$ cat src/hdl/rld_pkg.sv
// Shared constants and types for the repeater LED status display.
// Assumes a single 10 MHz clock with synchronous active-high reset.
package rld_pkg;
   localparam int NPORT = 5;
   localparam int NBAR = 8;
   localparam int CLK_NS = 100;
   localparam int CYC_PER_MS = 1000000 / CLK_NS;
   localparam int CYC_PER_US = 1000 / CLK_NS;

   // Printed times, in their own units.
   localparam int BLK130_MS = 130;
   localparam int BLK260_MS = 260;
   localparam int BLK512_MS = 512;
   localparam int BLK1560_MS = 1560;
   localparam int STRETCH_MS = 4;
   localparam int COL111_US = 100;
   localparam int WINDOW_MS = 250;
   localparam int HOLD_MS = 4000;
   localparam int MINPKT_BITS = 96;
   localparam int BIT_NS = 100;
   localparam int STARTUP_BLINKS = 16;

   // Cycle counts; blink counts are half periods.
   localparam int HALF130_CYC = BLK130_MS * CYC_PER_MS / 2;
   localparam int HALF260_CYC = BLK260_MS * CYC_PER_MS / 2;
   localparam int HALF512_CYC = BLK512_MS * CYC_PER_MS / 2;
   localparam int HALF1560_CYC = BLK1560_MS * CYC_PER_MS / 2;
   localparam int STRETCH_CYC = STRETCH_MS * CYC_PER_MS;
   localparam int COL111_CYC = COL111_US * CYC_PER_US;
   localparam int WINDOW_CYC = WINDOW_MS * CYC_PER_MS;
   localparam int HOLD_CYC = HOLD_MS * CYC_PER_MS;
   // Half the shortest packet, so that every packet spans a tick sample.
   localparam int TICK_CYC = MINPKT_BITS * BIT_NS / CLK_NS / 2;

   // Register map and fields.
   localparam logic [7:0] CTRL_OFS = 8'h00;
   localparam logic [7:0] STAT_OFS = 8'h04;
   localparam int CTRL_RATE_LSB = 0;
   localparam int CTRL_OVR_A_BIT = 2;
   localparam int CTRL_OVR_B_BIT = 3;
   localparam logic [3:0] CTRL_RST = 4'h0;
   localparam int STAT_BAR_LSB = 0;
   localparam int STAT_LB_BIT = 8;
   localparam int STAT_BUSY_BIT = 9;
   localparam int STAT_SEL_LSB = 12;

   // Attribute selection codes.
   localparam logic [2:0] SEL_CRS_LINK = 3'h0;
   localparam logic [2:0] SEL_CRS_ALL = 3'h1;
   localparam logic [2:0] SEL_BLK260 = 3'h4;
   localparam logic [2:0] SEL_BLK512 = 3'h5;
   localparam logic [2:0] SEL_BLK130 = 3'h6;
   localparam logic [2:0] SEL_BLK1560 = 3'h7;

   localparam int UTIL_PCT [NBAR] = '{1, 2, 4, 8, 16, 32, 64, 80};

   typedef enum logic [1:0] {
      RATE_OFF, RATE_512, RATE_1560, RATE_SOLID
   } rld_rate_t;

   typedef struct packed {
      logic carrier_sense_attr;
      logic col;
      logic link;
      logic par;
      logic dis;
   } rld_port_attr_t;
endpackage

$ cat src/hdl/rld_stretch.sv
// Pulse stretcher: output stays active len_i cycles after the trigger ends.
// Assumes the trigger is synchronous to clk_i.
`timescale 1ns/1ps
module rld_stretch #(
   parameter int W = 16
) (
   input wire logic clk_i,
   input wire logic rst_i,
   input wire logic trig_i,
   input wire logic [W-1:0] len_i,
   output logic active_o
);
   logic [W-1:0] cnt_r;

   always_ff @(posedge clk_i) begin
      if (rst_i) begin
         cnt_r <= '0;
      end else if (trig_i) begin
         cnt_r <= len_i;
      end else if (cnt_r != '0) begin
         cnt_r <= cnt_r - 1'b1;
      end
   end

   assign active_o = trig_i | (cnt_r != '0);
endmodule

$ cat src/hdl/rld_util_meter.sv
// Network utilization meter driving an eight-step bar graph.
// Assumes transmit activity is a level synchronous to clk_i.
`timescale 1ns/1ps
module rld_util_meter #(
   parameter int TICK_CYC = rld_pkg::TICK_CYC,
   parameter int WINDOW_CYC = rld_pkg::WINDOW_CYC
) (
   input wire logic clk_i,
   input wire logic rst_i,
   input wire logic act_i,
   output logic [rld_pkg::NBAR-1:0] bar_o
);
   localparam int MAXEV = WINDOW_CYC / TICK_CYC;
   logic [31:0] tick_r;
   logic [31:0] win_r;
   logic [31:0] ev_r;
   logic tick;
   logic win_end;

   assign tick = (tick_r == 32'(TICK_CYC - 1));
   assign win_end = (win_r == 32'(WINDOW_CYC - 1));

   always_ff @(posedge clk_i) begin
      if (rst_i || tick) begin
         tick_r <= '0;
      end else begin
         tick_r <= tick_r + 32'h1;
      end
   end

   always_ff @(posedge clk_i) begin
      if (rst_i || win_end) begin
         win_r <= '0;
      end else begin
         win_r <= win_r + 32'h1;
      end
   end

   always_ff @(posedge clk_i) begin
      if (rst_i || win_end) begin
         ev_r <= '0;
      end else if (tick && act_i) begin
         ev_r <= ev_r + 32'h1;
      end
   end

   always_ff @(posedge clk_i) begin
      if (rst_i) begin
         bar_o <= '0;
      end else if (win_end) begin
         for (int i = 0; i < rld_pkg::NBAR; i++) begin
            bar_o[i] <= ev_r > 32'(MAXEV * rld_pkg::UTIL_PCT[i] / 100);
         end
      end
   end

   a_bar_thermo: assert property (@(posedge clk_i) disable iff (rst_i)
      ((bar_o & (bar_o + 8'h01)) == 8'h00))
      else $error("Bar graph is not a thermometer code.");
   a_bar_window: assert property (@(posedge clk_i) disable iff (rst_i)
      !win_end |=> $stable(bar_o))
      else $error("Bar graph changed outside a window end.");
   c_bar_full: cover property (@(posedge clk_i) bar_o == 8'hFF);
endmodule

$ cat src/hdl/rld_top.sv
// Repeater LED status display: port and global indicators, software
// override, and the utilization bar graph, with a Wishbone slave.
// Assumes all inputs are synchronous to clk_i; the select pins are steady.
// Function
// - Twelve indicators, select code chooses attributes.
// - Indicator either released or pulled low.
// - Blinking attribute wins over solid one.
// - Attribute without blink shown solidly lit.
// - Code 110: link solid, activity 130ms blink.
// - Code 000: partition turns link indicator off.
// - Code 101: sixteen 260ms blinks after reset.
// - Code 111: all on four seconds after reset.
// - Bank override drives whole bank low.
// - Override ignores the selected attributes.
// - Override rate: off, 512ms, 1560ms, solid.
// - Override uses the latest blink rate.
// - Carrier indication stretched at least 4ms.
// - Collision stretched 4ms, or 100us under 111.
// - Codes 000, 001 show loopback on AUI.
// - Loopback true only after good loopback.
// - Loopback sampled at packet end, then latched.
// - Loopback false after reset.
// - Utilization outputs form a bar graph.
// - Thresholds 1% up to 80% per step.
// - Utilization updated every 250ms window.
// - Count active ticks fine enough for 96 bits.
//
// Chosen here: the Wishbone interface to the registers and the register offsets.
`timescale 1ns/1ps
module rld_top #(
   parameter int HALF130_CYC = rld_pkg::HALF130_CYC,
   parameter int HALF260_CYC = rld_pkg::HALF260_CYC,
   parameter int HALF512_CYC = rld_pkg::HALF512_CYC,
   parameter int HALF1560_CYC = rld_pkg::HALF1560_CYC,
   parameter int STRETCH_CYC = rld_pkg::STRETCH_CYC,
   parameter int WINDOW_CYC = rld_pkg::WINDOW_CYC,
   parameter int HOLD_CYC = rld_pkg::HOLD_CYC
) (
   input wire logic clk_i,
   input wire logic rst_i,
   input wire logic [2:0] led_attribute_select_i,
   input wire rld_pkg::rld_port_attr_t [rld_pkg::NPORT-1:0] port_attr_i,
   input wire logic jabber_attr_i,
   input wire logic repeater_tx_act_i,
   input wire logic aui_tx_crs_i,
   input wire logic aui_loop_seen_i,
   input wire logic aui_loop_err_i,
   input wire logic aui_reverse_i,
   output logic [rld_pkg::NPORT-1:0] bank_a_port_led_o,
   output logic [rld_pkg::NPORT-1:0] bank_a_port_led_oe_o,
   output logic [rld_pkg::NPORT-1:0] bank_b_port_led_o,
   output logic [rld_pkg::NPORT-1:0] bank_b_port_led_oe_o,
   output logic bank_a_global_led_o,
   output logic bank_a_global_led_oe_o,
   output logic bank_b_global_led_o,
   output logic bank_b_global_led_oe_o,
   output logic [rld_pkg::NBAR-1:0] utilization_bar_led_o,
   output logic [rld_pkg::NBAR-1:0] utilization_bar_led_oe_o,
   input wire logic wb_cyc_i,
   input wire logic wb_stb_i,
   input wire logic wb_we_i,
   input wire logic [7:0] wb_adr_i,
   input wire logic [3:0] wb_sel_i,
   input wire logic [31:0] wb_dat_i,
   output logic [31:0] wb_dat_o,
   output logic wb_ack_o
);
   localparam int NP = rld_pkg::NPORT;
   localparam int HALF_CYC [4] = '{HALF130_CYC, HALF260_CYC, HALF512_CYC,
                                   HALF1560_CYC};

   typedef enum logic [1:0] {ST_INIT, ST_BLINK, ST_HOLD, ST_RUN} rld_st_t;

   rld_st_t st_r;
   logic [3:0] ctrl_r;
   logic [3:0] phase_r;
   logic [31:0] blk_cnt_r [4];
   logic [5:0] start_blk_r;
   logic [31:0] hold_r;
   logic lb_r;
   logic tx_crs_d_r;
   logic ack_r;
   logic [31:0] rdat_r;
   logic [NP-1:0] a_oe_r;
   logic [NP-1:0] b_oe_r;
   logic ga_oe_r;
   logic gb_oe_r;
   logic [NP-1:0] crs_st;
   logic [NP-1:0] col_st;
   logic [NP-1:0] lit_a;
   logic [NP-1:0] lit_b;
   logic lit_ga;
   logic lit_gb;
   logic ovr_lit;
   logic pkt_end;
   logic wb_req;
   logic [15:0] col_len;
   logic [rld_pkg::NBAR-1:0] bar;
   logic [2:0] sel;
   rld_pkg::rld_rate_t rate;

   assign sel = led_attribute_select_i;
   assign rate = rld_pkg::rld_rate_t'(ctrl_r[rld_pkg::CTRL_RATE_LSB +: 2]);

   // Blink phases run free so all indicators of one rate stay in step.
   for (genvar k = 0; k < 4; k++) begin : g_blink
      always_ff @(posedge clk_i) begin
         if (rst_i) begin
            blk_cnt_r[k] <= '0;
            phase_r[k] <= 1'b0;
         end else if (blk_cnt_r[k] == 32'(HALF_CYC[k] - 1)) begin
            blk_cnt_r[k] <= '0;
            phase_r[k] <= ~phase_r[k];
         end else begin
            blk_cnt_r[k] <= blk_cnt_r[k] + 32'h1;
         end
      end
   end

   assign col_len = (sel == rld_pkg::SEL_BLK1560) ?
                    16'(rld_pkg::COL111_CYC) : 16'(STRETCH_CYC);

   // stretch carrier and collision per port
   for (genvar p = 0; p < NP; p++) begin : g_port
      rld_stretch #(
         .W(16)
      ) u_crs (
         .clk_i(clk_i),
         .rst_i(rst_i),
         .trig_i(port_attr_i[p].carrier_sense_attr),
         .len_i(16'(STRETCH_CYC)),
         .active_o(crs_st[p])
      );
      rld_stretch #(
         .W(16)
      ) u_col (
         .clk_i(clk_i),
         .rst_i(rst_i),
         .trig_i(port_attr_i[p].col),
         .len_i(col_len),
         .active_o(col_st[p])
      );
   end

   rld_util_meter #(
      .TICK_CYC(rld_pkg::TICK_CYC),
      .WINDOW_CYC(WINDOW_CYC)
   ) u_util (
      .clk_i(clk_i),
      .rst_i(rst_i),
      .act_i(repeater_tx_act_i),
      .bar_o(bar)
   );

   // Power-up display sequence; the select code is read once after reset.
   always_ff @(posedge clk_i) begin
      if (rst_i) begin
         st_r <= ST_INIT;
      end else begin
         unique case (st_r)
            ST_INIT: begin
               if (sel == rld_pkg::SEL_BLK512) begin
                  st_r <= ST_BLINK;
               end else if (sel == rld_pkg::SEL_BLK1560) begin
                  st_r <= ST_HOLD;
               end else begin
                  st_r <= ST_RUN;
               end
            end
            ST_BLINK: begin
               if (start_blk_r == 6'(2 * rld_pkg::STARTUP_BLINKS)) begin
                  st_r <= ST_RUN;
               end
            end
            ST_HOLD: begin
               if (hold_r == 32'(HOLD_CYC - 1)) begin
                  st_r <= ST_RUN;
               end
            end
            ST_RUN: begin
               st_r <= ST_RUN;
            end
         endcase
      end
   end

   // count 260ms half periods during the start blink
   always_ff @(posedge clk_i) begin
      if (rst_i) begin
         start_blk_r <= '0;
      end else if (st_r == ST_BLINK &&
                   blk_cnt_r[1] == 32'(HALF260_CYC - 1)) begin
         start_blk_r <= start_blk_r + 6'h01;
      end
   end

   always_ff @(posedge clk_i) begin
      if (rst_i) begin
         hold_r <= '0;
      end else if (st_r == ST_HOLD) begin
         hold_r <= hold_r + 32'h1;
      end
   end

   // sample loopback at the end of each packet
   assign pkt_end = tx_crs_d_r & ~aui_tx_crs_i;
   always_ff @(posedge clk_i) begin
      if (rst_i) begin
         tx_crs_d_r <= 1'b0;
      end else begin
         tx_crs_d_r <= aui_tx_crs_i;
      end
   end

   // loopback false from reset, cleared if disabled or reversed
   always_ff @(posedge clk_i) begin
      if (rst_i) begin
         lb_r <= 1'b0;
      end else if (port_attr_i[0].dis || aui_reverse_i) begin
         lb_r <= 1'b0;
      end else if (pkt_end) begin
         lb_r <= aui_loop_seen_i & ~aui_loop_err_i;
      end
   end

   always_comb begin
      unique case (rate)
         rld_pkg::RATE_OFF: ovr_lit = 1'b0;
         rld_pkg::RATE_512: ovr_lit = phase_r[2];
         rld_pkg::RATE_1560: ovr_lit = phase_r[3];
         rld_pkg::RATE_SOLID: ovr_lit = 1'b1;
      endcase
   end

   always_comb begin
      lit_a = '0;
      lit_b = '0;
      lit_ga = |crs_st;
      lit_gb = |col_st;
      for (int i = 0; i < NP; i++) begin
         unique case (sel)
            rld_pkg::SEL_CRS_LINK: begin
               // partition hides link, loopback on AUI
               lit_a[i] = (i == 0) ? lb_r :
                          port_attr_i[i].link & ~port_attr_i[i].par;
               lit_b[i] = port_attr_i[i].par;
            end
            rld_pkg::SEL_CRS_ALL: begin
               lit_a[i] = (i == 0) ? lb_r : port_attr_i[i].link;
               lit_b[i] = crs_st[i];
            end
            rld_pkg::SEL_BLK260: begin
               // blink wins over the solid attribute
               lit_a[i] = crs_st[i] ? phase_r[1] :
                          (i != 0) && port_attr_i[i].link;
               lit_b[i] = col_st[i] ? phase_r[1] : port_attr_i[i].par;
            end
            rld_pkg::SEL_BLK512: begin
               lit_a[i] = crs_st[i] ? phase_r[2] :
                          (i != 0) && port_attr_i[i].link;
               lit_b[i] = crs_st[i] ? phase_r[2] : port_attr_i[i].par;
            end
            rld_pkg::SEL_BLK130: begin
               // activity blinks, link or partition solid
               lit_a[i] = crs_st[i] ? phase_r[0] : (i != 0) &&
                          (port_attr_i[i].link | port_attr_i[i].par);
               lit_b[i] = port_attr_i[i].par | port_attr_i[i].dis;
            end
            rld_pkg::SEL_BLK1560: begin
               lit_a[i] = port_attr_i[i].par ? phase_r[3] :
                          (i != 0) && port_attr_i[i].link;
               lit_b[i] = (i == 0) ? port_attr_i[i].par : col_st[i];
            end
            default: begin
               lit_a[i] = 1'b0;
               lit_b[i] = 1'b0;
            end
         endcase
      end
      unique case (sel)
         rld_pkg::SEL_BLK260: begin
            lit_ga = (|crs_st) & phase_r[1];
            lit_gb = (|col_st) & phase_r[1];
         end
         rld_pkg::SEL_BLK512: begin
            lit_ga = |col_st;
            lit_gb = jabber_attr_i;
         end
         3'h2, 3'h3: begin
            lit_ga = 1'b0;
            lit_gb = 1'b0;
         end
         default: begin
            lit_ga = |crs_st;
            lit_gb = |col_st;
         end
      endcase
   end

   // open-drain: enable asserted only when lit; released otherwise
   always_ff @(posedge clk_i) begin
      if (rst_i || st_r == ST_INIT) begin
         a_oe_r <= '0;
         b_oe_r <= '0;
         ga_oe_r <= 1'b0;
         gb_oe_r <= 1'b0;
      end else begin
         a_oe_r <= lit_a;
         b_oe_r <= lit_b;
         ga_oe_r <= lit_ga;
         gb_oe_r <= lit_gb;
         if (st_r == ST_BLINK) begin
            // start blink, lit on the first half period
            a_oe_r <= {NP{~phase_r[1]}};
            b_oe_r <= {NP{~phase_r[1]}};
            ga_oe_r <= ~phase_r[1];
            gb_oe_r <= ~phase_r[1];
         end else if (st_r == ST_HOLD) begin
            a_oe_r <= '1;
            b_oe_r <= '1;
            ga_oe_r <= 1'b1;
            gb_oe_r <= 1'b1;
         end
         if (ctrl_r[rld_pkg::CTRL_OVR_A_BIT]) begin
            a_oe_r <= {NP{ovr_lit}};
            ga_oe_r <= ovr_lit;
         end
         if (ctrl_r[rld_pkg::CTRL_OVR_B_BIT]) begin
            b_oe_r <= {NP{ovr_lit}};
            gb_oe_r <= ovr_lit;
         end
      end
   end

   // twelve indicators plus the bar graph, all open drain
   assign bank_a_port_led_o = '0;
   assign bank_b_port_led_o = '0;
   assign bank_a_global_led_o = 1'b0;
   assign bank_b_global_led_o = 1'b0;
   assign utilization_bar_led_o = '0;
   assign bank_a_port_led_oe_o = a_oe_r;
   assign bank_b_port_led_oe_o = b_oe_r;
   assign bank_a_global_led_oe_o = ga_oe_r;
   assign bank_b_global_led_oe_o = gb_oe_r;
   assign utilization_bar_led_oe_o = bar;

   // Wishbone: one wait state, ack for any address, unmapped reads zero.
   assign wb_req = wb_cyc_i & wb_stb_i;
   always_ff @(posedge clk_i) begin
      if (rst_i) begin
         ack_r <= 1'b0;
      end else begin
         ack_r <= wb_req & ~ack_r;
      end
   end

   // the latest written rate applies to every overridden bank
   always_ff @(posedge clk_i) begin
      if (rst_i) begin
         ctrl_r <= rld_pkg::CTRL_RST;
      end else if (ack_r && wb_req && wb_we_i && wb_sel_i[0] &&
                   wb_adr_i == rld_pkg::CTRL_OFS) begin
         ctrl_r <= wb_dat_i[3:0];
      end
   end

   always_ff @(posedge clk_i) begin
      if (rst_i) begin
         rdat_r <= '0;
      end else begin
         rdat_r <= '0;
         if (wb_adr_i == rld_pkg::CTRL_OFS) begin
            rdat_r[3:0] <= ctrl_r;
         end else if (wb_adr_i == rld_pkg::STAT_OFS) begin
            rdat_r[rld_pkg::STAT_BAR_LSB +: rld_pkg::NBAR] <= bar;
            rdat_r[rld_pkg::STAT_LB_BIT] <= lb_r;
            rdat_r[rld_pkg::STAT_BUSY_BIT] <= (st_r != ST_RUN);
            rdat_r[rld_pkg::STAT_SEL_LSB +: 3] <= sel;
         end
      end
   end

   assign wb_ack_o = ack_r;
   assign wb_dat_o = rdat_r;

   a_ovr_solid: assert property (@(posedge clk_i) disable iff (rst_i)
      ctrl_r[rld_pkg::CTRL_OVR_A_BIT] && rate == rld_pkg::RATE_SOLID
      && st_r != ST_INIT |=> a_oe_r == 5'h1F && ga_oe_r)
      else $error("Bank A override solid did not light the bank.");
   a_ovr_rate_off: assert property (@(posedge clk_i) disable iff (rst_i)
      ctrl_r[rld_pkg::CTRL_OVR_B_BIT] && rate == rld_pkg::RATE_OFF
      |=> b_oe_r == 5'h00 && !gb_oe_r)
      else $error("Bank B override off left an indicator lit.");
   a_reserved_dark: assert property (@(posedge clk_i) disable iff (rst_i)
      st_r == ST_RUN && ctrl_r[3:2] == 2'h0 && sel[2:1] == 2'h1
      |=> a_oe_r == 5'h00 && b_oe_r == 5'h00 && !ga_oe_r)
      else $error("Reserved select code lit an indicator.");
   a_part_link_off: assert property (@(posedge clk_i) disable iff (rst_i)
      st_r == ST_RUN && !ctrl_r[2] && sel == rld_pkg::SEL_CRS_LINK
      && port_attr_i[1].par |=> !a_oe_r[1])
      else $error("Partitioned port showed its link indicator.");
   a_act_blink130: assert property (@(posedge clk_i) disable iff (rst_i)
      st_r == ST_RUN && !ctrl_r[2] && sel == rld_pkg::SEL_BLK130
      && crs_st[3] |=> a_oe_r[3] == $past(phase_r[0]))
      else $error("Activity did not follow the 130ms blink.");
   a_hold_all_on: assert property (@(posedge clk_i) disable iff (rst_i)
      st_r == ST_HOLD && ctrl_r[3:2] == 2'h0
      |=> b_oe_r == 5'h1F && gb_oe_r)
      else $error("Indicators not all lit during the hold.");
   a_lb_cleared: assert property (@(posedge clk_i) disable iff (rst_i)
      port_attr_i[0].dis || aui_reverse_i |=> !lb_r)
      else $error("Loopback true while AUI disabled or reversed.");
   a_lb_latched: assert property (@(posedge clk_i) disable iff (rst_i)
      !pkt_end |=> lb_r == $past(lb_r) || !lb_r)
      else $error("Loopback set outside a packet end.");
   a_lb_reset: assert property (@(posedge clk_i)
      rst_i |=> !lb_r)
      else $error("Loopback not false after reset.");
   a_crs_stretch: assert property (@(posedge clk_i) disable iff (rst_i)
      $fell(port_attr_i[3].carrier_sense_attr) |-> crs_st[3] [*8])
      else $error("Carrier indication dropped too soon.");

   c_ovr_used: cover property (@(posedge clk_i)
      ctrl_r[rld_pkg::CTRL_OVR_A_BIT] && ctrl_r[rld_pkg::CTRL_OVR_B_BIT]);
   c_start_blink_done: cover property (@(posedge clk_i)
      st_r == ST_BLINK ##1 st_r == ST_RUN);
   c_lb_set: cover property (@(posedge clk_i) $rose(lb_r));
endmodule

$ cat config.mk
export PLATFORM = sky130hd
export DESIGN_NAME = rld_top
export DESIGN_NICKNAME = d
export VERILOG_FILES = /design/src/hdl/rld_pkg.sv /design/src/hdl/rld_stretch.sv /design/src/hdl/rld_util_meter.sv /design/src/hdl/rld_top.sv
export SDC_FILE = /design/constraint.sdc
export NUM_CORES = 1
export LEC_CHECK = 0
export BUFFER_PORTS_ARGS = -buffer_cell sky130_fd_sc_hd__buf_4
export CORE_MARGIN = 8
export CORE_UTILIZATION = 60
export DETAILED_ROUTE_END_ITERATION = 7
export PLACE_DENSITY = 0.88
export SYNTH_ARGS = -nofsm -noshare
export SYNTH_HDL_FRONTEND = slang
export SYNTH_SLANG_ARGS = --single-unit
$ cat constraint.sdc
create_clock -name clk_i -period 3.05 [get_ports clk_i]
set_input_delay 0 -clock clk_i [delete_from_list [all_inputs] [get_ports clk_i]]
set_output_delay 0 -clock clk_i [all_outputs]
set_load 0.02 [all_outputs]
==> run metrics <==
RSZ-0062 raised after global routing no; crit-path max cell delay between 0.6 and 0.7 ns; Skew-Pair Late Insertion Delay just under 0.6 ns; # port buffers between 80 and 90; startpoint types flop; sequential-to-total area share from yosys stat 0.438; Final Hold Fails 0; Worst Tran Pin Value ~1.2 ns; Total Wirelength 58.9 mm; Clock Skew 0.0150 ns; CP Cell Sequence inv_1 -> ha_1 -> or4b_2 -> or4_4 -> nor2_1 -> o211ai_1 -> dlygate4sd3_1 -> a31oi_1; Row Count between 70 and 80; DRT Pass-1 Iters 6; launch point of the worst reg-to-reg path g_port[2].u_col.cnt_r[0]; Ports between 150 and 200; CP top delay family simple AND/OR/NAND/NOR gates; CP required about 3.6 ns; global-route wire length before repair approximately 100 mm; pin count of the biggest net entering global routing between 50 and 60; setup TNS 0 ns; GP Congestion 0.931; Tcrit/Tclk final 0.963; Max-Cap Viols 0; synth top area cells dfxtp_1 (28%), edfxtp_1 (16%), nor2_1 (6.0%); CP max-delay cell or4b_2; Slew Viols, Final 0; library cells used by synthesis 73; Post-synth EDFFs roughly 130; Hold Path Sink wb_dat_o[2]; ys async rst share 0; initial antenna violation count 0; CTS buffer count 49; root buffer cell clkbuf_16; Die X ~220 microns; die area ~47,000 sq um; Initial Utilization 0.610; post-DP HPWL slightly below 40 mm; Slew headroom 0.226; WL per Instance around 17 microns; R2R Setup Slk around 0.11 ns; DR DRC count 0; hold path depth 5; Layout Nets 3,076; layout cells sized above 1 0.0806; die height approximately 220 microns; number of global-route vias before repair between 20,000 and 25,000; DR iter-0 viols 1,907; crit path capture type flop; gr usage total 0.238; total gr overflow 0; synth warn 0; crit path max fanout 16; Main synth FF type dfxtp_1; synthesized area per cell slightly below 9 sq um; status finished, final reports clean; largest area contributor in the netlist dfxtp_1; crit path DAT roughly 3.5 ns; critical path class reg2reg; CTS HTree Levels 2; Worst-path clk slew about 0.07 ns; core area ~40,000 sq um; routed via count around 21,000; Ant. Diodes 0; top-area cell type share of the netlist area 0.280; fin util 0.697; Routed Antenna Nets 0; Buffers & Inverters on Critical Path 2; Worst IR Drop VDD between 300 and 400 uV; CTS tree yes; post-layout min period just under 3 ns; worst reg2reg path depth 8; min-delay src wb_adr_i[0]; Max Root-Sink Buffers 3; Mapped Cells 2,747; Vias/cell about 6.1; leakage slightly above 10 nW; CTS Sinks 468; Worst Hold Class in2reg; Fill cells between 2,000 and 3,000; Mapped Area 24,300 sq um; R2R Path End bank_b_port_led_oe_o[2]; Yosys reg bits approximately 470; FMAX 340 MHz; area grow syn2layout 14.3%; Pwr Density approximately 550 nW/um^2; Setup-failing EPs final 0
kinds of logic (layout without fill, tap and decap cells):
kind of cell	count (synthesis)	in the layout	synth area share
other	2	167	0.000309
multiplexers	33	33	0.0139
XOR/XNOR	316	316	0.114
AO/OA/AOI/OAI	350	350	0.0910
adder cells (fa/ha/maj)	33	33	0.0170
flip-flops	468	468	0.438
AND/OR/NAND/NOR	1282	1282	0.279
buffers and inverters	263	352	0.0470
area by class of cell:
cell class	instances	area, sq um	share of cell area
sequential	468	10700	0.383
clock inverter	17	108	0.00387
clock buffer	75	1510	0.0542
tap	525	657	0.0236
timing repair buffer	161	1330	0.0479
inverter	99	372	0.0134
multi-input combinational	2181	13200	0.474
worst register-to-register path, stage by stage, from the launching register on:
cell and delay [ns]:
dfxtp_1 0.34, inv_1 0.10, ha_1 0.14, or4b_2 0.62
or4_4 0.62, nor2_1 0.17, o211ai_1 0.09, dlygate4sd3_1 0.58
a31oi_1 0.19
state kept, by name, indices dropped and copies added (netlist names), 2 cells and up:
register              flops
bank_a_port_led_oe_o      5
wb_dat_o                 13
bank_b_port_led_oe_o      5
ctrl_r                    4
u_util.win_r             32
u_util.tick_r            32
hold_r                   32
st_r                      2
g_port.u_col.cnt_r       80
u_util.ev_r              32
phase_r                   4
u_util.bar_o              8
blk_cnt_r               128
g_port.u_crs.cnt_r       80
start_blk_r               6
layer usage:
layer | wire [microns] | up-vias | GRT usage
li1 | - | 10114 | -
met1 | 23700 | 10169 | 0.287
met2 | 29200 | 884 | 0.420
met3 | 4000 | 209 | 0.0419
met4 | 2050 | 0 | 0.0920
met5 | 0 | - | 0
through the flow:
| stage | hold WS, ns | total power [mW] | cells | setup WS, ns | cell area, sq um |
|---|---|---|---|---|---|
| final | 0.0116 | 15.2 | 3526 | 0.112 | 27800 |
| after global routing | 0.0240 | 15.7 | 3526 | 0.0334 | 27800 |
| after CTS | 0.00371 | 15.1 | 3522 | 0.0440 | 27800 |
| after detailed placement | 0.168 | 9.17 | 3386 | 0.476 | 25700 |
| after global placement | 0.166 | 9.04 | 3386 | 0.581 | 25700 |
| after floorplan | 0.0764 | 8.69 | 2912 | 0.708 | 25000 |
report_power, final:
part	switching, mW	leakage, nW	internal [mW]
logic	1.23	5.41	0.861
clock network	2.49	0.807	3.48
registers	0.369	4.08	6.75
total	4.09	10.3	11.1
how the worst max path moves through the flow:
stage | to | cells after the start | start
floorplan | bank_b_global_led_oe_o | 8 | g_port[2].u_col.cnt_r[0]
global placement | blk_cnt_r[1][30] | 6 | blk_cnt_r[1][12]
detailed placement | blk_cnt_r[1][35] | 6 | blk_cnt_r[1][40]
CTS | bank_b_port_led_oe_o[4] | 8 | g_port[4].u_col.cnt_r[0]
global route | bank_b_port_led_oe_o[2] | 8 | g_port[2].u_col.cnt_r[0]
finish | bank_b_port_led_oe_o[2] | 8 | g_port[2].u_col.cnt_r[0]
cells in the mapped netlist (all sizes together) (53+ instances only):
library cell and count:
xnor2 159, xor2 157, inv 98, clkbuf 112
nand3 123, nand2 135, a21oi 130, nor2 387
edfxtp 128, o21ai 53, nor4 120, dfxtp 340
nand4 97, nor3 93
placed cells by master, fill, tap and decap left out, drive strengths merged, types with 8 or more instances in the layout:
master,instances
a211oi,23
clkinv,16
and2,24
o31ai,24
nor2b,11
nor3b,9
xnor2,159
or3,48
dlygate4sd3,44
nand3b,14
nor4b,18
ha,33
conb,167
o211ai,13
nor2,387
o21ai,53
dfxtp,340
nand4,97
nand4b,16
clkbuf,75
a21oi,130
buf,117
xor2,157
nand2b,29
nand2,135
or2,22
edfxtp,128
a21boi,19
and4,40
nand3,123
and3,32
inv,99
nor3,93
mux2i,29
or4,48
a21o,8
a31oi,19
nor4,120
repair_timing:
action                                  in CTS  in global routing
gates resized for setup                      0                  4
hold endpoints to repair                   219                  0
setup buffers                                0                  5
hold buffers                                44                  0
endpoints found under the setup margin       0                  4
(Power assumes the default switching activity.)
